`src/hw/sp_mode_cfg.svh`:
```
// Purpose: Constants for the serial port mode control block
// Assumes: Included by bare name
// Notes:   Field positions of the 20-bit mode word
`ifndef SP_MODE_CFG_SVH
`define SP_MODE_CFG_SVH
`define SPM_WIDTH        20
`define SPM_RESET        20'h00000
`define SPM_RSVD_MASK    20'h78000
`define SPM_SPDIF_BIT    19
`define SPM_B_PREC_HI    14
`define SPM_A_PREC_HI    13
`define SPM_B_CLKSRC     12
`define SPM_B_MASTER     11
`define SPM_A_MASTER     10
`define SPM_B_TDM        9
`define SPM_A_TDM        8
`define SPM_B_CPOL       7
`define SPM_A_CPOL       6
`define SPM_B_FR_HI      5
`define SPM_B_FR_LO      3
`define SPM_A_FR_HI      2
`define SPM_A_FR_LO      0
`define BUF_DEPTH        2
`endif

```
`src/hw/sp_mode_pkg.sv`:
```
// Purpose: Types for the serial port mode control block
// Assumes: Constants live in sp_mode_cfg.svh
// Notes:   Precision and frame length encodings
package sp_mode_pkg;
   typedef enum logic [1:0] {PREC_20, PREC_18, PREC_16, PREC_24} precision_e;
   typedef logic [8:0] frame_len_t;
   typedef logic [19:0] mode_word_t;
endpackage : sp_mode_pkg

```
`src/hw/word_buffer.sv`:
```
// Purpose: Two-entry valid/ready buffer for mode words
// Assumes: Single clock, async active-low reset
// Notes:   Output data registered
`timescale 1ns/100ps
`include "sp_mode_cfg.svh"
module word_buffer
   import sp_mode_pkg::*;
(
   // Clock and reset
   input  wire logic       i_ref_clk,
   input  wire logic       i_reset_n,
   // Fill side
   input  wire logic       i_valid,
   input  wire mode_word_t i_data,
   output logic            o_ready,
   // Drain side
   output logic            o_valid,
   output mode_word_t      o_data,
   input  wire logic       i_ready
);
   typedef struct packed {
      mode_word_t [1:0] mem;
      logic             wp;
      logic             rp;
      logic [1:0]       cnt;
   } buf_s;
   buf_s st, next_st;
   always_comb begin
      next_st = st;
      if (i_valid && st.cnt != 2'h2) begin
         next_st.mem[st.wp] = i_data;
         next_st.wp = ~st.wp;
      end
      if (i_ready && st.cnt != 2'h0) begin
         next_st.rp = ~st.rp;
      end
      next_st.cnt = st.cnt + {1'b0, i_valid && st.cnt != 2'h2}
                    - {1'b0, i_ready && st.cnt != 2'h0};
   end
   always_ff @(posedge i_ref_clk or negedge i_reset_n) begin
      if (!i_reset_n) begin
         st <= '0;
      end else begin
         st <= next_st;
      end
   end
   assign o_ready = st.cnt != 2'h2;
   assign o_valid = st.cnt != 2'h0;
   assign o_data  = st.mem[st.rp];
endmodule : word_buffer

```
`src/hw/serial_port_mode_ctrl.sv`:
```
// Purpose: Serial port mode register and group configuration decode
// Assumes: Register reached by parallel register transfers on the core clock
// Notes:   Channel flags follow sampled word-select pins
`timescale 1ns/100ps
`include "sp_mode_cfg.svh"
// Contract
// - Spdif bit makes port G transmitter
// - Group B precision from two bits
// - Group A precision from two bits
// - Clock source bit: PLL, drive shared pin
// - Group B master drives its bit clock
// - Group A master drives its bit clock
// - Group B TDM uses B frame size
// - Group A TDM uses A frame size
// - Group B polarity picks output edge
// - Group A polarity picks sample edge
// - Group B frame size code table
// - Group A frame size code table
// - Register reached only by transfers
// - Grouping bit assigns ports to groups
// - Group B word or frame sync
// - Channel flags report left or right
module serial_port_mode_ctrl
   import sp_mode_pkg::*;
(
   // Clock and reset
   input  wire logic       i_ref_clk,
   input  wire logic       i_reset_n,
   // Register transfer port
   input  wire logic       i_xfer_write,
   input  wire mode_word_t i_xfer_data,
   output logic            o_xfer_ready,
   output mode_word_t      o_serial_port_mode,
   // Other mode bits
   input  wire logic       i_grp_a_precision_lo,
   input  wire logic       i_grp_b_precision_lo,
   input  wire logic       i_port_grouping_select,
   input  wire logic       i_grp_b_sync_select,
   // Pins
   input  wire logic       i_grp_a_bit_clock,
   input  wire logic       i_grp_b_bit_clock,
   input  wire logic       i_grp_a_word_sel,
   input  wire logic       i_grp_b_word_sel,
   // Decoded configuration
   output logic            o_spdif_out_enable,
   output logic [1:0]      o_grp_a_precision,
   output logic [1:0]      o_grp_b_precision,
   // Clocking and framing
   output logic            o_shared_serial_clock_oe,
   output logic            o_grp_b_use_pll,
   output logic            o_grp_a_bit_clock_oe,
   output logic            o_grp_b_bit_clock_oe,
   output logic            o_grp_a_tdm,
   output logic            o_grp_b_tdm,
   output frame_len_t      o_grp_a_frame_len,
   output frame_len_t      o_grp_b_frame_len,
   // Edge pulses
   output logic            o_grp_a_sample_pulse,
   output logic            o_grp_b_launch_pulse,
   // Grouping and channel status
   output logic            o_port_f_in_grp_a,
   output logic            o_grp_b_word_sync,
   output logic            o_grp_a_channel_flag,
   output logic            o_grp_b_channel_flag
);

   typedef struct packed {
      // Register and transfer side
      mode_word_t mode;
      logic       xfer_rdy;
      // Pin synchronisers and edge history
      logic [1:0] sync_ca;
      logic [1:0] sync_cb;
      logic [1:0] sync_wa;
      logic [1:0] sync_wb;
      logic       prev_ca;
      logic       prev_cb;
      // Registered decode
      logic       spdif;
      precision_e prec_a;
      precision_e prec_b;
      logic       sck_oe;
      logic       use_pll;
      logic       a_oe;
      logic       b_oe;
      logic       tdm_a;
      logic       tdm_b;
      frame_len_t len_a;
      frame_len_t len_b;
      logic       samp_a;
      logic       launch_b;
      logic       f_in_a;
      logic       wsync_b;
      logic       ch_a;
      logic       ch_b;
   } ctrl_s;
   ctrl_s st, next_st;

   // Edge detect per group, index 0 is group A, 1 is group B
   for (genvar g = 0; g < 2; g++) begin : g_edge
      logic now_lvl;
      logic was_lvl;
      logic rise;
      logic fall;
      assign now_lvl = (g == 1) ? st.sync_cb[1] : st.sync_ca[1];
      assign was_lvl = (g == 1) ? st.prev_cb : st.prev_ca;
      assign rise    = now_lvl & ~was_lvl;
      assign fall    = ~now_lvl & was_lvl;
   end

   // Frame length per group; only meaningful while the group is master
   for (genvar g = 0; g < 2; g++) begin : g_frame
      logic [2:0] code;
      frame_len_t len;
      assign code = (g == 1) ? st.mode[`SPM_B_FR_HI:`SPM_B_FR_LO]
                             : st.mode[`SPM_A_FR_HI:`SPM_A_FR_LO];
      always_comb begin
         case (code)
            3'h0:    len = 9'h010;
            3'h1:    len = 9'h020;
            3'h2:    len = 9'h040;
            3'h3:    len = 9'h080;
            3'h4:    len = 9'h0c0;
            3'h5:    len = 9'h100;
            3'h6:    len = 9'h0c1;
            default: len = 9'h018;
         endcase
      end
   end

   logic       buf_valid;
   mode_word_t buf_data;
   logic       buf_in_ready;

   // Writes queue so a burst of transfers is never dropped
   word_buffer u_buf (
      .i_ref_clk (i_ref_clk),
      .i_reset_n (i_reset_n),
      .i_valid   (i_xfer_write),
      .i_data    (i_xfer_data),
      .o_ready   (buf_in_ready),
      .o_valid   (buf_valid),
      .o_data    (buf_data),
      .i_ready   (1'b1)
   );

   always_comb begin
      next_st = st;
      next_st.xfer_rdy = buf_in_ready;
      // Two-flop sync; only the second stage feeds logic
      next_st.sync_ca = {st.sync_ca[0], i_grp_a_bit_clock};
      next_st.sync_cb = {st.sync_cb[0], i_grp_b_bit_clock};
      next_st.sync_wa = {st.sync_wa[0], i_grp_a_word_sel};
      next_st.sync_wb = {st.sync_wb[0], i_grp_b_word_sel};
      next_st.prev_ca = st.sync_ca[1];
      next_st.prev_cb = st.sync_cb[1];
      // Reserved bits never reach the register, so they read zero
      if (buf_valid) begin
         next_st.mode = buf_data & ~`SPM_RSVD_MASK;
      end
      next_st.spdif    = st.mode[`SPM_SPDIF_BIT];
      // Precision code is the low bit over the high bit
      case ({i_grp_b_precision_lo, st.mode[`SPM_B_PREC_HI]})
         2'h0:    next_st.prec_b = PREC_20;
         2'h1:    next_st.prec_b = PREC_18;
         2'h2:    next_st.prec_b = PREC_16;
         default: next_st.prec_b = PREC_24;
      endcase

      case ({i_grp_a_precision_lo, st.mode[`SPM_A_PREC_HI]})
         2'h0:    next_st.prec_a = PREC_20;
         2'h1:    next_st.prec_a = PREC_18;
         2'h2:    next_st.prec_a = PREC_16;
         default: next_st.prec_a = PREC_24;
      endcase
      next_st.use_pll  = st.mode[`SPM_B_CLKSRC];
      next_st.sck_oe   = st.mode[`SPM_B_CLKSRC];
      next_st.b_oe     = st.mode[`SPM_B_MASTER];
      next_st.a_oe     = st.mode[`SPM_A_MASTER];
      next_st.tdm_b    = st.mode[`SPM_B_TDM];
      next_st.tdm_a    = st.mode[`SPM_A_TDM];
      // Launch pulse lags the pin by the two sync flops plus this register, three clock edges
      next_st.launch_b = st.mode[`SPM_B_CPOL] ? g_edge[1].rise : g_edge[1].fall;
      next_st.samp_a   = st.mode[`SPM_A_CPOL] ? g_edge[0].fall : g_edge[0].rise;
      next_st.len_b    = g_frame[1].len;
      next_st.len_a    = g_frame[0].len;
      next_st.f_in_a   = ~i_port_grouping_select;
      next_st.wsync_b  = i_grp_b_sync_select;
      next_st.ch_a     = st.sync_wa[1];
      next_st.ch_b     = st.sync_wb[1];
   end

   always_ff @(posedge i_ref_clk or negedge i_reset_n) begin
      if (!i_reset_n) begin
         st <= '0;
      end else begin
         st <= next_st;
      end
   end

   // Outputs leave the state flops directly
   assign o_xfer_ready             = st.xfer_rdy;
   assign o_serial_port_mode       = st.mode;
   assign o_spdif_out_enable       = st.spdif;
   assign o_grp_a_precision        = st.prec_a;
   assign o_grp_b_precision        = st.prec_b;
   assign o_shared_serial_clock_oe = st.sck_oe;
   assign o_grp_b_use_pll          = st.use_pll;
   assign o_grp_a_bit_clock_oe     = st.a_oe;
   assign o_grp_b_bit_clock_oe     = st.b_oe;
   assign o_grp_a_tdm              = st.tdm_a;
   assign o_grp_b_tdm              = st.tdm_b;
   assign o_grp_a_frame_len        = st.len_a;
   assign o_grp_b_frame_len        = st.len_b;
   assign o_grp_a_sample_pulse     = st.samp_a;
   assign o_grp_b_launch_pulse     = st.launch_b;
   assign o_port_f_in_grp_a        = st.f_in_a;
   assign o_grp_b_word_sync        = st.wsync_b;
   assign o_grp_a_channel_flag     = st.ch_a;
   assign o_grp_b_channel_flag     = st.ch_b;
endmodule : serial_port_mode_ctrl

```
`config.mk`:
```
export PLATFORM = sky130hd
export DESIGN_NAME = serial_port_mode_ctrl
export DESIGN_NICKNAME = d
export VERILOG_FILES = /design/src/hw/sp_mode_pkg.sv /design/src/hw/word_buffer.sv /design/src/hw/serial_port_mode_ctrl.sv
export VERILOG_INCLUDE_DIRS = /design/src /design/src/hw
export SDC_FILE = /design/constraint.sdc
export NUM_CORES = 1
export LEC_CHECK = 0
export ABC_AREA = 1
export ABC_CLOCK_PERIOD_IN_PS = 1540
export BUFFER_PORTS_ARGS = -buffer_cell sky130_fd_sc_hd__clkbuf_2
export CORE_ASPECT_RATIO = 1.25
export CORE_MARGIN = 1.5
export CORE_UTILIZATION = 53
export DETAILED_ROUTE_END_ITERATION = 8
export PLACE_DENSITY = 0.84
export SLEW_MARGIN = 40
export SYNTH_ARGS = -nofsm -noshare
export SYNTH_HDL_FRONTEND = slang
export SYNTH_SLANG_ARGS = --single-unit
```
`constraint.sdc`:
```
create_clock -name i_ref_clk -period 1.54 [get_ports i_ref_clk]
set_input_delay 0.154 -clock i_ref_clk [delete_from_list [all_inputs] [get_ports i_ref_clk]]
set_output_delay 0.154 -clock i_ref_clk [all_outputs]
set_load 0.02 [all_outputs]
```
**Yosys cells after proc, flatten, opt, wreduce, memory -nomap -nowiden**

Cells that the tools add are included.

- Reductions and logical operators: 7
- Mux-type cells: 11
- Eq/ne operators: 17
- Magnitude comparators: 3
- Bitwise logic cells: 11
- Add/subtract/negate cells: 2

Operators by type and width:

| cell | number |
|---|---|
| case mux 9 bit (7 select lines) | 2 |
| two-way mux 20 bit | 3 |
| bitwise mux 40 bit | 1 |
| demux 20 bit (select 1 bit) | 1 |
| == test 3 bit (second input constant) | 6 |
| == test 3 x 2 -> 1 bit (second input constant) | 4 |
| case mux 2 bit (3 select lines) | 2 |
| inverter 1 bit | 7 |
| == test 3 x 1 -> 1 bit (second input constant) | 2 |
| zero test 3 bit | 2 |
| bitwise AND 1 bit | 4 |
| == test 2 x 1 -> 1 bit (second input constant) | 2 |
| == test 2 bit (second input constant) | 2 |
| zero test 2 bit | 2 |
| < comparator 1 x 2 -> 1 bit (second input constant) | 2 |
| adder 2 x 1 -> 2 bit | 1 |
| logical AND 1 bit | 2 |
| two-way mux 1 bit | 2 |
| inequality test 2 bit (second input constant) | 1 |
| nonzero test 2 bit | 1 |
| subtractor 2 x 1 -> 2 bit | 1 |
| >= comparator 1 bit (second input constant) | 1 |

- Logic and storage cells: 80
- Input port bits: 31
- Output and inout bits: 56
- Flip-flop bits (word level): 105

**Logic depth before layout (Yosys ltp)**

- Depth after elaboration: 5
- Mapped depth: 6
- Gate-level depth less buffers: 5

**Hierarchy**

A second synthesis with hierarchy kept.

- Cells, all modules: 438
- Area total of the unflattened synthesis: 4103.9 µm²

Modules (own cells, without submodules):

| module | cells an instance | sequential area each (µm²) | times used | area each (µm²) |
|---|---|---|---|---|
| word_buffer | 272 | 1101.1 | 1 | 2140.8 |
| serial_port_mode_ctrl | 166 | 1426.4 | 1 | 1963.1 |

**Least setup slack after synthesis**

OpenSTA, ideal clock, no wires.

- Path kind: register to register
- From: reg u_buf.st[1] (netlist bit)
- To: reg st (netlist bit o_serial_port_mode[10])
- Setup time: 0.116 ns
- Path buffers: 1
- Required time: 1.424 ns
- Data arrival time: 0.967 ns
- Cell stages (with the launch flop): 6
- Path slack: 0.457 ns
- Clock period less this slack: 1.083 ns
- Path through: dfrtp_1 > nor2_4 > inv_2 > buf_4 > nand2_1 > nand2_1

- Word-level cells in the longest chain between the ends: 1

Ends and longest elaborated chain:

| element | RTL line | text |
|---|---|---|
| from (decl) | word_buffer.sv:27 | `buf_s st, next_st;` |
| from (signal assigned) | word_buffer.sv:44 | `st <= next_st;` |
| nonzero test 2 bit | word_buffer.sv:48 | `assign o_valid = st.cnt != 2'h0;` |
| to (signal assigned) | serial_port_mode_ctrl.sv:197 | `st <= next_st;` |
| to (decl) | serial_port_mode_ctrl.sv:97 | `ctrl_s st, next_st;` |

No other way between the ends.
A chain may end at the register's enable or synchronous reset.

**Worst setup path after layout**

- From: reg u_buf.st[1] (netlist bit)
- To: reg u_buf.st[31] (netlist bit)

- Word-level cells in the longest chain between the ends: 2

Ends and longest elaborated chain:

| element | RTL line | text |
|---|---|---|
| inequality test 2 bit | word_buffer.sv:30 | `if (i_valid && st.cnt != 2'h2) begin` |
| logical AND 1 bit | word_buffer.sv:30 |  |

No other way between the ends.

==> results.tsv <==
metric	value	unit
drtAntennaViolNets	0	
synth_seq_cells	93	
startpoint	u_buf.st[1]	
worst-path-stages	4	
startpoint_type	register	
run_status	finished, final reports clean	
antenna_found_initial	0	
avgSynthCellArea	9.736	sq um
grt_usage	0.1943	
synth_top_area_share	0.6374	
crit_path_max_fanout	20	
final.setup.tns	0	ps
initialDrtViolationCount	142	
netlist_area	0.003651	sq mm
worst_r2r_endpoint	u_buf.st[31]	
synthFlopType	dfrtp_1	
area_delta_synth_final	17.92	%
criticalPathCategory	reg2reg	
synth_common_cells	nand2_1 (139), dfrtp_1 (93), nand4_1 (32)	
drive_gt1_frac	0.2296	
cap_violations	0	
cts_hold_buf	9	
rsz0062_at_grt	false	
cts_sinks	93	
drt_first_pass_iters	6	
synth_area_leader_cell	dfrtp_1	
n_antenna_cell	0	
synth_edf_count	0	
min_period_over_period	0.8174	
wl	6.557	mm
leakage	0.002357	uW
min_period	1259	ps
crit_path_frequent_cell	nand2_1	
gp_congestion	0.7360	
pin_count	87	
coreArea	0.006606	sq mm
reg2reg_depth	4	
dp_hpwl	4.419	mm
r2r_start	u_buf.st[1]	
cpMaxStageDelayCell	dfrtp_1	
fmax	794.4	MHz
cts_buffer_depth	2	
async_reset_ff_frac	1.000	
die_h	95.80	microns
grt_pass1_vias	2402	
synth_cell_types	18	
cts_buffers	9	
report.final.hold_viol_count	0	
grt_max_degree	34	
vias	2617	
vdd_drop_max	821.3	uV
crit_end	u_buf.st[31]	
dieArea	0.007399	sq mm
port_buffers	74	
final_max_slew_viol_count	0	
cp.required	1790	ps
synthTopCellsByArea	dfrtp_1 (64%), nand2_1 (14%), nand4_1 (5.5%)	
htree_levels	3	
p_total	7044	uW
synth.yosys.seq_area_share	0.6374	
critPathBufInv	0	
nets	479	
r2r_slack	280	ps
wl_per_cell	12.14	microns
start_util	0.5527	
cts_tree	yes	
critPathCaptureType	register	
cts_resized	0	
powerDensity	1636	mW/mm^2
cp_top_family	simple AND/OR/NAND/NOR gates	
syn_inst	375	
setup_viol	0	
root_buffer	clkbuf_8	
via_per_inst	4.846	
post_cts_buffers	0	
clk_pin_slew	80	ps
gr-total-overflow	0	
min_path_type	in2reg	
grt_pass1_wl	11.03	mm
fin_cells	540	
worst_path_largest_cell_delay	460	ps
cp_cell_sequence	nand2_4, nand3_4, nand2_1, nand2_1	
fp.dieW	77.24	microns
ys_warn_count	0	
clk_latency	350	ps
numPlacedInstances	515	
arrival	1510	ps
fp-row-count	33	
drc	0	
synth_most_common_cell	nand2_1	
skew	8.822	ps
==> cell type report <==
| cell class | count | area, sq um |
|---|---|---|
| flip-flops and latches | 93 | 2327 |
| clock inverters | 4 | 53.80 |
| inverters | 31 | 116.4 |
| well taps | 87 | 108.9 |
| multi-input cells | 222 | 996.0 |
| clock buffers | 12 | 155.1 |
| repair buffers | 91 | 548.0 |
| fillers | 520 | 2301 |
==> power by group <==
part,internal [uW],switching (uW),total (uW)
registers,3040,353,3390
logic,652,1370,2030
clock network,845,785,1630
==> worst min-delay path by stage <==
| stage | from | to | slack [ps] | cells past startpoint |
|---|---|---|---|---|
| after floorplan | i_reset_n | g_edge[0].now_lvl | -140 | 0 |
| after global placement | i_reset_n | u_buf.st[5] | 130 | 1 |
| after detailed placement | i_reset_n | u_buf.st[5] | 130 | 1 |
| after CTS | i_xfer_data[10] | u_buf.st[14] | 40 | 3 |
| after global routing | i_xfer_data[4] | u_buf.st[28] | 50 | 3 |
| final | i_xfer_data[10] | u_buf.st[14] | 50 | 3 |
==> tightest hold or removal path: stages <==
cell      delay (ps)
clkbuf_2          90
nand4_1           80
nand2_1           50
==> placed cells by master (no fill, tap or decap) <==
| cell type | instances |
|---|---|
| clkinvlp_4 | 2 |
| xnor2_1 | 1 |
| clkbuf_8 | 11 |
| buf_4 | 7 |
| inv_6 | 1 |
| bufinv_16 | 1 |
| nand2_1 | 139 |
| conb_1 | 8 |
| inv_2 | 3 |
| clkbuf_2 | 73 |
| dlygate4sd3_1 | 9 |
| nor2_4 | 1 |
| nor2_1 | 10 |
| buf_12 | 2 |
| nor3_1 | 4 |
| nand2_4 | 1 |
| nand4_1 | 32 |
| dfrtp_1 | 93 |
| clkbuf_1 | 1 |
| inv_1 | 28 |
| a21oi_1 | 6 |
| nand3_4 | 2 |
| o21ai_0 | 18 |
==> metrics by stage <==
step / worst slack [ps] / area (sq um) / util / hold slack [ps]
after floorplan: 456.8 / 3677 / - / -141.6
after global placement: 354.2 / 4006 / 0.6064 / 127.8
after detailed placement: 278.9 / 4006 / 0.6064 / 131.5
after CTS: 277.8 / 4305 / 0.6517 / 37.15
after global routing: 174.0 / 4305 / 0.6517 / 51.83
final: 281.2 / 4305 / 0.6517 / 48.49
==> flip-flops by register name, indices dropped and copies added, names as in the netlist, 2 cells and up <==
signal,flops
g_edge.now_lvl,2
o_grp_b_precision,2
next_st,6
o_serial_port_mode,16
o_grp_a_precision,2
u_buf.st,36
o_grp_a_frame_len,7
g_edge.was_lvl,2
o_grp_b_frame_len,7
==> per-layer routing <==
metal | track usage | vias to the layer above | wire [microns]
met4 | 0.1167 | 0 | 143
met5 | 0 | - | 0
met2 | 0.3355 | 87 | 3236
met3 | 0.02749 | 11 | 368
met1 | 0.2334 | 1214 | 2809
li1 | - | 1305 | -
==> cell families after synthesis <==
group / after synthesis / share of synthesized area
AO/OA/AOI/OAI: 24 / 0.03290
other: 1 / 0.001027
flip-flops: 93 / 0.6374
AND/OR/NAND/NOR: 189 / 0.2293
buffers and inverters: 67 / 0.09698
XOR/XNOR: 1 / 0.002399
Note: power is estimated with default switching activity, not from simulation.
